==> src/sjsr_pkg.sv <==
// Purpose: shared constants and types of the scan register block
// Assumes: test pins are sampled by the core clock
// Notes: opcode values belong to this block, not to a wider standard list
package sjsr_pkg;

   // =====================================================
   // register sizes
   localparam int IR_W = 3;
   localparam int ID_W = 32;
   localparam int BND_W = 109;
   localparam int SYNC_STAGES = 2;

   // =====================================================
   // identification word layout
   localparam int ID_REV_HI = 31;
   localparam int ID_REV_LO = 28;
   localparam int ID_PART_HI = 27;
   localparam int ID_PART_LO = 12;
   localparam int ID_VEND_HI = 11;
   localparam int ID_VEND_LO = 1;
   localparam int ID_FIX_BIT = 0;
   localparam logic ID_FIX_VAL = 1'b1;

   // =====================================================
   // instruction codes
   localparam logic [IR_W-1:0] OP_EXTEST = 3'h0;
   localparam logic [IR_W-1:0] OP_IDCODE = 3'h1;
   localparam logic [IR_W-1:0] OP_SAMPLE = 3'h4;
   localparam logic [IR_W-1:0] OP_BYPASS = 3'h7;
   // fixed pattern put into the instruction shifter in capture-IR
   localparam logic [IR_W-1:0] IR_CAPTURE_VAL = 3'h1;
   // value the bypass stage takes in capture-DR
   localparam logic BYPASS_CAPTURE_VAL = 1'b0;

   // =====================================================
   // test controller states, gray steps along the usual path
   typedef enum logic [3:0] {
      ST_RESET = 4'h0,
      ST_IDLE = 4'h1,
      ST_SEL_DR = 4'h3,
      ST_CAP_DR = 4'h2,
      ST_SH_DR = 4'h6,
      ST_EX1_DR = 4'h7,
      ST_PA_DR = 4'h5,
      ST_EX2_DR = 4'h4,
      ST_UPD_DR = 4'hC,
      ST_SEL_IR = 4'hD,
      ST_CAP_IR = 4'hF,
      ST_SH_IR = 4'hE,
      ST_EX1_IR = 4'hA,
      ST_PA_IR = 4'hB,
      ST_EX2_IR = 4'h9,
      ST_UPD_IR = 4'h8
   } sjsr_state_t;

   // data register chosen by the active instruction
   typedef enum logic [1:0] {
      DR_BYPASS = 2'h0,
      DR_ID = 2'h1,
      DR_BOUNDARY = 2'h2
   } sjsr_dr_t;

endpackage

==> src/sjsr_tap_if.sv <==
// Purpose: carrier between the scan core and its controller
// Assumes: one core clock for both ends
// Notes: edge strobe and sampled mode input travel together
`timescale 1ns/1ps
`default_nettype none
interface sjsr_tap_if;
   logic tck_rise;
   logic tms;
   sjsr_pkg::sjsr_state_t state;

   modport fsm (input tck_rise, input tms, output state);
   modport core (output tck_rise, output tms, input state);
endinterface
`default_nettype wire

==> src/sjsr_top.sv <==
// Purpose: scan registers of the memory behind the four-wire test port
// Assumes: test clock far slower than core clock, pins not synchronous
// Notes: io ring value is core-clock logic and is read without sync
// Notes: test clock must stay at least three core cycles high and low,
//    or its edges are lost in the synchroniser
// Notes: every register acts on the state held before the tck rise
// Notes: tdo is driven only in the two shift states
// Notes: unknown opcodes fall back to the bypass stage
//
// Behaviour
// - The 3-bit instruction loads the id code at power-up and in reset.
// - A new instruction shifts in only while the IR path is selected.
// - The loaded instruction acts from run-test/idle or the DR states.
// - A one-bit bypass stage passes scan data with minimal delay.
// - Under the id instruction the 32-bit id word loads in capture-DR.
// - After capture the scan_identification shifts between TDI and TDO.
// - The id word is revision, part, vendor and a fixed one in bit 0.
// - The 109-bit boundary register samples the io ring in capture-DR.
// - The boundary register then shifts once per tck in shift-DR.
// - TMS and TDI are taken on tck rises, TDO changes after falls.
// - Five tck rises with TMS high, or power-up, reach reset.
`timescale 1ns/1ps
`default_nettype none
module sjsr_top #(
   parameter logic [3:0] ID_REVISION = 4'h0, // arbitrary value
   parameter logic [15:0] ID_PART = 16'h5A5A, // arbitrary value
   parameter logic [10:0] ID_VENDOR = 11'h2A5 // arbitrary value
) (
   input wire logic core_clk_in,
   input wire logic rst_n_in,
   input wire logic ce_in,
   input wire logic tck_in,
   input wire logic tms_in,
   input wire logic tdi_in,
   input wire logic [sjsr_pkg::BND_W-1:0] io_ring_in,
   output logic tdo_out,
   output logic tdo_oe_out,
   output logic [sjsr_pkg::IR_W-1:0] instruction_out,
   output logic [sjsr_pkg::BND_W-1:0] boundary_out
);

   // =====================================================
   // declarations
   localparam int NPIN = 3;
   localparam int PIN_TCK = 0;
   localparam int PIN_TMS = 1;
   localparam int PIN_TDI = 2;

   // pin capture, one column per test pin
   logic [NPIN-1:0] pin_raw;
   logic [NPIN-1:0] pin_meta;
   logic [NPIN-1:0] pin_sync;
   logic tck_prev;
   logic tck_rise;
   logic tck_fall;
   logic tms_s;
   logic tdi_s;

   // scan registers and the assembled id word
   logic [sjsr_pkg::IR_W-1:0] scan_instruction;
   logic [sjsr_pkg::IR_W-1:0] ir_shift;
   logic scan_bypass;
   logic [sjsr_pkg::ID_W-1:0] scan_identification;
   logic [sjsr_pkg::BND_W-1:0] scan_boundary;
   logic [sjsr_pkg::ID_W-1:0] id_word;

   // controller state and its decoded flags
   sjsr_pkg::sjsr_state_t state;
   sjsr_pkg::sjsr_dr_t dr_sel;
   logic st_reset;
   logic st_cap_dr;
   logic st_sh_dr;
   logic st_cap_ir;
   logic st_sh_ir;
   logic st_upd_ir;
   logic dr_bit;
   logic next_tdo;
   logic next_oe;
   // per-register step strobes
   logic tck_step;
   logic byp_sel;
   logic id_sel;
   logic bnd_sel;

   sjsr_tap_if tap ();

   // =====================================================
   // instruction decode, shared by capture, shift and output mux
   function automatic sjsr_pkg::sjsr_dr_t dr_of(
      input logic [sjsr_pkg::IR_W-1:0] op
   );
      sjsr_pkg::sjsr_dr_t r;
      r = sjsr_pkg::DR_BYPASS; // unknown codes fall to bypass
      if (op == sjsr_pkg::OP_IDCODE) begin
         r = sjsr_pkg::DR_ID;
      end else if (op == sjsr_pkg::OP_EXTEST ||
                   op == sjsr_pkg::OP_SAMPLE) begin
         r = sjsr_pkg::DR_BOUNDARY;
      end
      return r;
   endfunction

   // =====================================================
   // pin synchronisers, two stages each
   // tck, tms and tdi go through identical stages, so the sampled
   // mode and data bits line up with the detected tck edge
   assign pin_raw[PIN_TCK] = tck_in;
   assign pin_raw[PIN_TMS] = tms_in;
   assign pin_raw[PIN_TDI] = tdi_in;

   genvar gi;
   generate
      for (gi = 0; gi < NPIN; gi++) begin : g_sync
         // first stage feeds only the second stage
         always_ff @(posedge core_clk_in or negedge rst_n_in) begin
            if (!rst_n_in) begin
               pin_meta[gi] <= 1'b0;
               pin_sync[gi] <= 1'b0;
            end else if (ce_in) begin
               pin_meta[gi] <= pin_raw[gi];
               pin_sync[gi] <= pin_meta[gi];
            end
         end
      end
   endgenerate

   // test clock edge finder works on the settled stage only
   // its reset level matches the idle low tck, so no false edge
   always_ff @(posedge core_clk_in or negedge rst_n_in) begin
      if (!rst_n_in) begin
         tck_prev <= 1'b0;
      end else if (ce_in) begin
         tck_prev <= pin_sync[PIN_TCK];
      end
   end

   // tms and tdi share the sync delay with tck, so alignment holds
   assign tck_rise = pin_sync[PIN_TCK] & ~tck_prev;
   assign tck_fall = ~pin_sync[PIN_TCK] & tck_prev;
   assign tms_s = pin_sync[PIN_TMS];
   assign tdi_s = pin_sync[PIN_TDI];

   // =====================================================
   // controller
   // the fsm steps only on detected rises, never on the raw pin
   assign tap.tck_rise = tck_rise;
   assign tap.tms = tms_s;
   assign state = tap.state;

   sjsr_tap_fsm u_fsm (
      .core_clk_in(core_clk_in),
      .rst_n_in(rst_n_in),
      .ce_in(ce_in),
      .tap(tap)
   );

   // state decode
   // each flag is one compare; the DR flags are shared by several registers
   assign st_reset = (state == sjsr_pkg::ST_RESET);
   assign st_cap_dr = (state == sjsr_pkg::ST_CAP_DR);
   assign st_sh_dr = (state == sjsr_pkg::ST_SH_DR);
   assign st_cap_ir = (state == sjsr_pkg::ST_CAP_IR);
   assign st_sh_ir = (state == sjsr_pkg::ST_SH_IR);
   assign st_upd_ir = (state == sjsr_pkg::ST_UPD_IR);

   // only the active instruction picks the data path
   assign dr_sel = dr_of(scan_instruction);

   // one strobe per register keeps the clocked blocks short; the
   // selects also keep paths that are out of the chain untouched
   assign tck_step = ce_in & tck_rise;
   assign byp_sel = (dr_sel == sjsr_pkg::DR_BYPASS);
   assign id_sel = (dr_sel == sjsr_pkg::DR_ID);
   assign bnd_sel = (dr_sel == sjsr_pkg::DR_BOUNDARY);

   // =====================================================
   // identification word assembly
   // field values are parameters, the fixed bit is a constant
   assign id_word[sjsr_pkg::ID_REV_HI:sjsr_pkg::ID_REV_LO] = ID_REVISION;
   assign id_word[sjsr_pkg::ID_PART_HI:sjsr_pkg::ID_PART_LO] = ID_PART;
   assign id_word[sjsr_pkg::ID_VEND_HI:sjsr_pkg::ID_VEND_LO] = ID_VENDOR;
   assign id_word[sjsr_pkg::ID_FIX_BIT] = sjsr_pkg::ID_FIX_VAL;

   // =====================================================
   // instruction shifter and active instruction
   // the shifter and the held code are separate, so a scan in
   // progress never disturbs the instruction in force
   always_ff @(posedge core_clk_in or negedge rst_n_in) begin
      if (!rst_n_in) begin
         ir_shift <= sjsr_pkg::IR_CAPTURE_VAL;
      end else if (ce_in && tck_rise) begin
         if (st_cap_ir) begin
            ir_shift <= sjsr_pkg::IR_CAPTURE_VAL;
         end else if (st_sh_ir) begin
            // shifting only here keeps the held code untouched elsewhere
            ir_shift <= {tdi_s, ir_shift[sjsr_pkg::IR_W-1:1]};
         end
      end
   end

   // the new code is applied in update-IR, the step before idle or DR
   always_ff @(posedge core_clk_in or negedge rst_n_in) begin
      if (!rst_n_in) begin
         scan_instruction <= sjsr_pkg::OP_IDCODE;
      end else if (ce_in && tck_rise) begin
         if (st_reset) begin
            scan_instruction <= sjsr_pkg::OP_IDCODE;
         end else if (st_upd_ir) begin
            scan_instruction <= ir_shift;
         end
      end
   end

   // =====================================================
   // bypass stage
   // a captured zero lets a tester count the chips in the chain
   always_ff @(posedge core_clk_in or negedge rst_n_in) begin
      if (!rst_n_in) begin
         scan_bypass <= sjsr_pkg::BYPASS_CAPTURE_VAL;
      end else if (tck_step && byp_sel) begin
         if (st_cap_dr) begin
            scan_bypass <= sjsr_pkg::BYPASS_CAPTURE_VAL;
         end else if (st_sh_dr) begin
            scan_bypass <= tdi_s;
         end
      end
   end

   // =====================================================
   // identification register
   // only loads under the id opcode, other codes leave it alone
   always_ff @(posedge core_clk_in or negedge rst_n_in) begin
      if (!rst_n_in) begin
         scan_identification <= '0;
      end else if (tck_step && id_sel) begin
         if (st_cap_dr) begin
            scan_identification <= id_word;
         end else if (st_sh_dr) begin
            scan_identification <=
               {tdi_s, scan_identification[sjsr_pkg::ID_W-1:1]};
         end
      end
   end

   // =====================================================
   // boundary register
   // the ring is core-clock logic, so no synchroniser sits before it
   // capture takes the ring as it stands at the sampled tck rise
   always_ff @(posedge core_clk_in or negedge rst_n_in) begin
      if (!rst_n_in) begin
         scan_boundary <= '0;
      end else if (tck_step && bnd_sel) begin
         if (st_cap_dr) begin
            scan_boundary <= io_ring_in;
         end else if (st_sh_dr) begin
            scan_boundary <=
               {tdi_s, scan_boundary[sjsr_pkg::BND_W-1:1]};
         end
      end
   end

   // =====================================================
   // serial output select
   // the instruction path wins in shift-IR, else the selected DR
   assign dr_bit = (dr_sel == sjsr_pkg::DR_ID) ? scan_identification[0] :
                   (dr_sel == sjsr_pkg::DR_BOUNDARY) ? scan_boundary[0] :
                   scan_bypass;
   assign next_tdo = st_sh_ir ? ir_shift[0] : dr_bit;
   assign next_oe = st_sh_ir | st_sh_dr;

   // output moves only on tck falls, giving the far end half a period
   always_ff @(posedge core_clk_in or negedge rst_n_in) begin
      if (!rst_n_in) begin
         tdo_out <= 1'b0;
         tdo_oe_out <= 1'b0;
      end else if (ce_in && tck_fall) begin
         tdo_out <= next_tdo;
         tdo_oe_out <= next_oe;
      end
   end

   // =====================================================
   // visible copies of held state
   // one core cycle of lag buys outputs straight from flops
   always_ff @(posedge core_clk_in or negedge rst_n_in) begin
      if (!rst_n_in) begin
         instruction_out <= sjsr_pkg::OP_IDCODE;
         boundary_out <= '0;
      end else if (ce_in) begin
         instruction_out <= scan_instruction;
         boundary_out <= scan_boundary;
      end
   end

   // =====================================================
   // limitations
   // tck pulses that start and end while the clock enable is low are lost
   // the boundary copy shows contents only, no pin is driven here
   // a tck faster than one sixth of the core clock is not supported

endmodule // sjsr_top
`default_nettype wire

==> src/sjsr_tap_fsm.sv <==
// Purpose: sixteen-state test controller stepped on test clock rises
// Assumes: tck_rise is a one-cycle strobe already synchronised
// Notes: five rises with mode high reach reset from any state
`timescale 1ns/1ps
`default_nettype none
module sjsr_tap_fsm (
   input wire logic core_clk_in,
   input wire logic rst_n_in,
   input wire logic ce_in,
   sjsr_tap_if.fsm tap
);

   sjsr_pkg::sjsr_state_t state;
   sjsr_pkg::sjsr_state_t next_state;

   // =====================================================
   // next state from mode input
   always_comb begin
      next_state = state;
      unique case (state)
         sjsr_pkg::ST_RESET:
            next_state = tap.tms ? sjsr_pkg::ST_RESET : sjsr_pkg::ST_IDLE;
         sjsr_pkg::ST_IDLE:
            next_state = tap.tms ? sjsr_pkg::ST_SEL_DR : sjsr_pkg::ST_IDLE;
         sjsr_pkg::ST_SEL_DR:
            next_state = tap.tms ? sjsr_pkg::ST_SEL_IR : sjsr_pkg::ST_CAP_DR;
         sjsr_pkg::ST_CAP_DR:
            next_state = tap.tms ? sjsr_pkg::ST_EX1_DR : sjsr_pkg::ST_SH_DR;
         sjsr_pkg::ST_SH_DR:
            next_state = tap.tms ? sjsr_pkg::ST_EX1_DR : sjsr_pkg::ST_SH_DR;
         sjsr_pkg::ST_EX1_DR:
            next_state = tap.tms ? sjsr_pkg::ST_UPD_DR : sjsr_pkg::ST_PA_DR;
         sjsr_pkg::ST_PA_DR:
            next_state = tap.tms ? sjsr_pkg::ST_EX2_DR : sjsr_pkg::ST_PA_DR;
         sjsr_pkg::ST_EX2_DR:
            next_state = tap.tms ? sjsr_pkg::ST_UPD_DR : sjsr_pkg::ST_SH_DR;
         sjsr_pkg::ST_UPD_DR:
            next_state = tap.tms ? sjsr_pkg::ST_SEL_DR : sjsr_pkg::ST_IDLE;
         sjsr_pkg::ST_SEL_IR:
            next_state = tap.tms ? sjsr_pkg::ST_RESET : sjsr_pkg::ST_CAP_IR;
         sjsr_pkg::ST_CAP_IR:
            next_state = tap.tms ? sjsr_pkg::ST_EX1_IR : sjsr_pkg::ST_SH_IR;
         sjsr_pkg::ST_SH_IR:
            next_state = tap.tms ? sjsr_pkg::ST_EX1_IR : sjsr_pkg::ST_SH_IR;
         sjsr_pkg::ST_EX1_IR:
            next_state = tap.tms ? sjsr_pkg::ST_UPD_IR : sjsr_pkg::ST_PA_IR;
         sjsr_pkg::ST_PA_IR:
            next_state = tap.tms ? sjsr_pkg::ST_EX2_IR : sjsr_pkg::ST_PA_IR;
         sjsr_pkg::ST_EX2_IR:
            next_state = tap.tms ? sjsr_pkg::ST_UPD_IR : sjsr_pkg::ST_SH_IR;
         sjsr_pkg::ST_UPD_IR:
            next_state = tap.tms ? sjsr_pkg::ST_SEL_DR : sjsr_pkg::ST_IDLE;
      endcase
   end

   // =====================================================
   // state register, power-up lands in reset
   always_ff @(posedge core_clk_in or negedge rst_n_in) begin
      if (!rst_n_in) begin
         state <= sjsr_pkg::ST_RESET;
      end else if (ce_in && tap.tck_rise) begin
         state <= next_state;
      end
   end

   assign tap.state = state;

endmodule // sjsr_tap_fsm
`default_nettype wire

==> config.mk <==
export PLATFORM = sky130hd
export DESIGN_NAME = sjsr_top
export DESIGN_NICKNAME = d
export VERILOG_FILES = /design/src/sjsr_pkg.sv /design/src/sjsr_tap_if.sv /design/src/sjsr_top.sv /design/src/sjsr_tap_fsm.sv
export SDC_FILE = /design/constraint.sdc
export NUM_CORES = 1
export LEC_CHECK = 0
export ABC_CLOCK_PERIOD_IN_PS = 4400
export BUFFER_PORTS_ARGS = -buffer_cell sky130_fd_sc_hd__buf_2
export CAP_MARGIN = 20
export CORE_ASPECT_RATIO = 0.75
export CORE_UTILIZATION = 55
export CTS_BUF_LIST = sky130_fd_sc_hd__clkbuf_16
export DETAILED_ROUTE_END_ITERATION = 16
export GPL_TIMING_DRIVEN = 0
export PLACE_DENSITY = 0.8
export SYNTH_ARGS = -nofsm -noshare
export SYNTH_HDL_FRONTEND = slang
export SYNTH_SLANG_ARGS = --single-unit
==> constraint.sdc <==
create_clock -name core_clk_in -period 4.4 [get_ports core_clk_in]
set_clock_uncertainty 0.05 [all_clocks]
set_input_delay 0.88 -clock core_clk_in [delete_from_list [all_inputs] [get_ports core_clk_in]]
set_output_delay 0.88 -clock core_clk_in [all_outputs]
set_load 0.02 [all_outputs]
==> impl_metrics.py <==
metrics = {
    "synthesis": {
        "yosys.area_share.adder_pct": 0,
        "yosysWarnings": 0,
        "synth_top_area_cell": "dfrtp_1",
        "synth_top_family_by_area": "multiplexers",
        "ys_types": 39,
        "synth_seq_area_share_pct": 59.9,
        "ys_ff_latch": 273,
        "synth.area.top_cells": "dfrtp_1, mux2_2, mux2i_1",
        "muxShareOfSynthArea_pct": 21.1,
        "synth_compound_area_share_pct": 6.76,
        "syn-cell-area_um2": 11400,
        "synthArstFlopShare_pct": 100,
        "synth-xor-area-share_pct": 0.0767,
        "synth_top_area_share_pct": 59.2,
        "synthesis.nets": 1081,
        "syn_avg_cell_area_um2": 11.8,
        "synth-simple-area-share_pct": 9.05,
        "synth_cells": 966,
        "synth-edff-count": 0,
        "ys.flop_type": "dfrtp_1",
    },
    "timing": {
        "final-setup-viol-count": 0,
        "worst_pin_slew_ns": 0.744,
        "fmax_mhz": 360,
        "rsz0062_at_grt": "no",
        "final_max_slew_viol_count": 0,
        "fin_crit_ns": 2.78,
        "finalSetupTns_ns": 0,
        "worst_slew_margin_rel_pct": 50.4,
        "hold_viol": 0,
        "min_period_over_period_pct": 63.1,
    },
    "cts": {
        "cts_sinks": 273,
        "cts-resized-gates": 0,
        "root_buffer": "clkbuf_16",
        "path_clk_slew_ns": 0.06,
        "cts_made_buffers": 26,
        "cts-htree-levels": 1,
        "cts_max_path_buffers": 3,
        "hold_buffers": 0,
        "clock_latency_ns": 0.53,
        "cts_tree": "yes",
        "postCtsSetupBuffers": 0,
    },
    "setup_path": {
        "cp_max_fo": 10,
        "cp_slowest_stage_delay_ns": 0.40,
        "end_kind": "register",
        "slowest_stage": "buf_2",
        "critPathKind": "reg2reg",
        "r2r_end": "scan_boundary[77]",
        "crit_path_start_kind": "register",
        "worst-path-stages": 8,
        "cp_common_cell": "buf_2",
        "crit_end": "scan_boundary[77]",
        "r2r_start": "u_fsm.tap.state[3]",
        "crit_chain": "buf_2 -> or3b_1 -> buf_2 -> nor2_2 -> buf_2 -> buf_2 -> mux2i_1 -> o21ai_1",
        "worst_ep_required_time_ns": 4.73,
        "r2r_slack_ns": 1.62,
        "startpoint": "u_fsm.tap.state[3]",
        "path_buf_inv": 4,
        "rr_worst_depth": 8,
        "critPathTopFamily": "buffers and inverters",
        "worstPathArrival_ns": 3.11,
    },
    "worst_hold_path": {
        "min-delay-path-class": "in2async",
    },
    "finish": {
        "fillers": 1562,
        "final_nets": 1338,
        "multi_input_area_um2": 4220,
        "post-route-util_pct": 67.7,
        "final-seq-area_um2": 6840,
        "syn_to_final_growth_pct": 20.3,
        "layout_commonest_cell": "dfrtp_1",
        "final_cell_mix": "dfrtp_1, buf_2, nand2_1, mux2_2, mux2i_1",
        "layout-drive-gt1-share_pct": 33.7,
    },
    "floorplanning": {
        "start_util_pct": 56.3,
        "pin_count": 229,
        "core_area_um2": 20300,
        "die_area_um2": 21300,
        "die_width_um": 168,
        "num_rows": 45,
        "die_y_um": 127,
    },
    "global_route": {
        "grt_max_degree": 108,
        "grt_pass1_vias": 8189,
        "grt_use_total_pct": 25.0,
        "antenna_found_initial": 2,
        "grt_pass1_wl_mm": 42.6,
        "gr-total-overflow": 0,
    },
    "place": {
        "gp_congestion": 0.826,
        "hpwl_mm": 18.2,
        "numPortBuffers": 227,
    },
    "drt": {
        "dr.pass1.iters": 5,
        "vias": 8199,
        "ant_nets": 0,
        "finalWirelength_mm": 26.2,
        "drtIter0Drc": 522,
        "post-route-drc-count": 0,
        "viasPerCell": 5.47,
        "wl_per_cell_um": 17.5,
    },
    "run": {
        "max-cap-violations": 0,
    },
    "pwr": {
        "p_leak_nw": 6.77,
        "max-vdd-ir-drop_v": 0.000231,
        "power.density_nw_per_um2": 427,
        "total_power_w": 0.00587,
    },
    "outcome": {
        "outcome": "finished, final reports clean",
    },
}
metrics by stage:
step           hold slack (ns)  instances  setup slack, ns  instance area [µm²]
6_report                 0.273       1498             1.62                13700
3_5_place_dp             0.407       1453             1.48                12900
2_1_floorplan            0.388        966             1.91                11400
3_3_place_gp             0.400       1451            -2.58                12900
5_1_grt                  0.302       1498             1.51                13700
4_1_cts                  0.267       1497             1.64                13700
routing by layer:
| layer | vias up | track usage, % | share of wire (%) | wire (µm) |
|---|---|---|---|---|
| li1 | 3850 | - | - | - |
| met1 | 4053 | 36.2 | 46 | 12100 |
| met2 | 259 | 38.8 | 45 | 11800 |
| met3 | 35 | 5.43 | 6.6 | 1740 |
| met4 | 2 | 5.94 | 1.7 | 451 |
| met5 | - | 0 | 0.050 | 13 |
report_power, final:
| part | switching (W) | total (W) | internal (W) |
|---|---|---|---|
| Sequential | 0.000163 | 0.00292 | 0.00275 |
| Clock | 0.000932 | 0.00212 | 0.00118 |
| Combinational | 0.000486 | 0.000835 | 0.000349 |
| Total | 0.00158 | 0.00587 | 0.00429 |
area by class of cell:
type                       count  area share, %
clock buffer                  26           4.74
clock inverter                18           1.01
multi-input combinational    617           30.8
tap                          258           2.35
antenna                        1         0.0182
timing repair buffer         229           8.75
buffer                        69           2.40
sequential                   273           49.8
inverter                       7          0.191
cell usage after synthesis, types with 3 or more instances:
| cell type | instances |
|---|---|
| dfrtp_1 | 270 |
| nand2_1 | 158 |
| mux2_2 | 117 |
| mux2i_1 | 109 |
| o21ai_0 | 103 |
| clkbuf_1 | 38 |
| nor2_1 | 35 |
| buf_2 | 26 |
| nand3_1 | 20 |
| o21ai_1 | 20 |
| nor3_1 | 15 |
| inv_1 | 7 |
| buf_6 | 5 |
| nand3b_1 | 5 |
| a21oi_1 | 3 |
| dfstp_2 | 3 |
| or4_1 | 3 |
cell families after synthesis:
kind of cell / Yosys count
flops: 273
xor+xnor: 1
buf+inv: 76
mux: 226
simple gates: 246
compound gates: 144
registers in the layout, summed over array words and instances, names as in the netlist, 3 cells and up:
name,count
boundary_out,109
scan_boundary,109
scan_identification,32
u_fsm.tap.state,4
instruction_out,3
ir_shift,3
pin_meta,3
scan_instruction,3
how the worst min path moves through the flow:
| stage | start | end | slack, ns | depth (start not counted) |
|---|---|---|---|---|
| 6_report | rst_n_in | scan_identification[15] | 0.27 | 1 |
| 5_1_grt | rst_n_in | scan_identification[15] | 0.30 | 1 |
| 4_1_cts | rst_n_in | scan_boundary[97] | 0.27 | 1 |
| 3_5_place_dp | scan_identification[9] | scan_identification[9] | 0.41 | 2 |
| 3_3_place_gp | scan_identification[31] | scan_identification[31] | 0.40 | 2 |
| 2_1_floorplan | scan_identification[12] | scan_identification[12] | 0.39 | 2 |
Note: power is estimated with default switching activity, not from simulation.
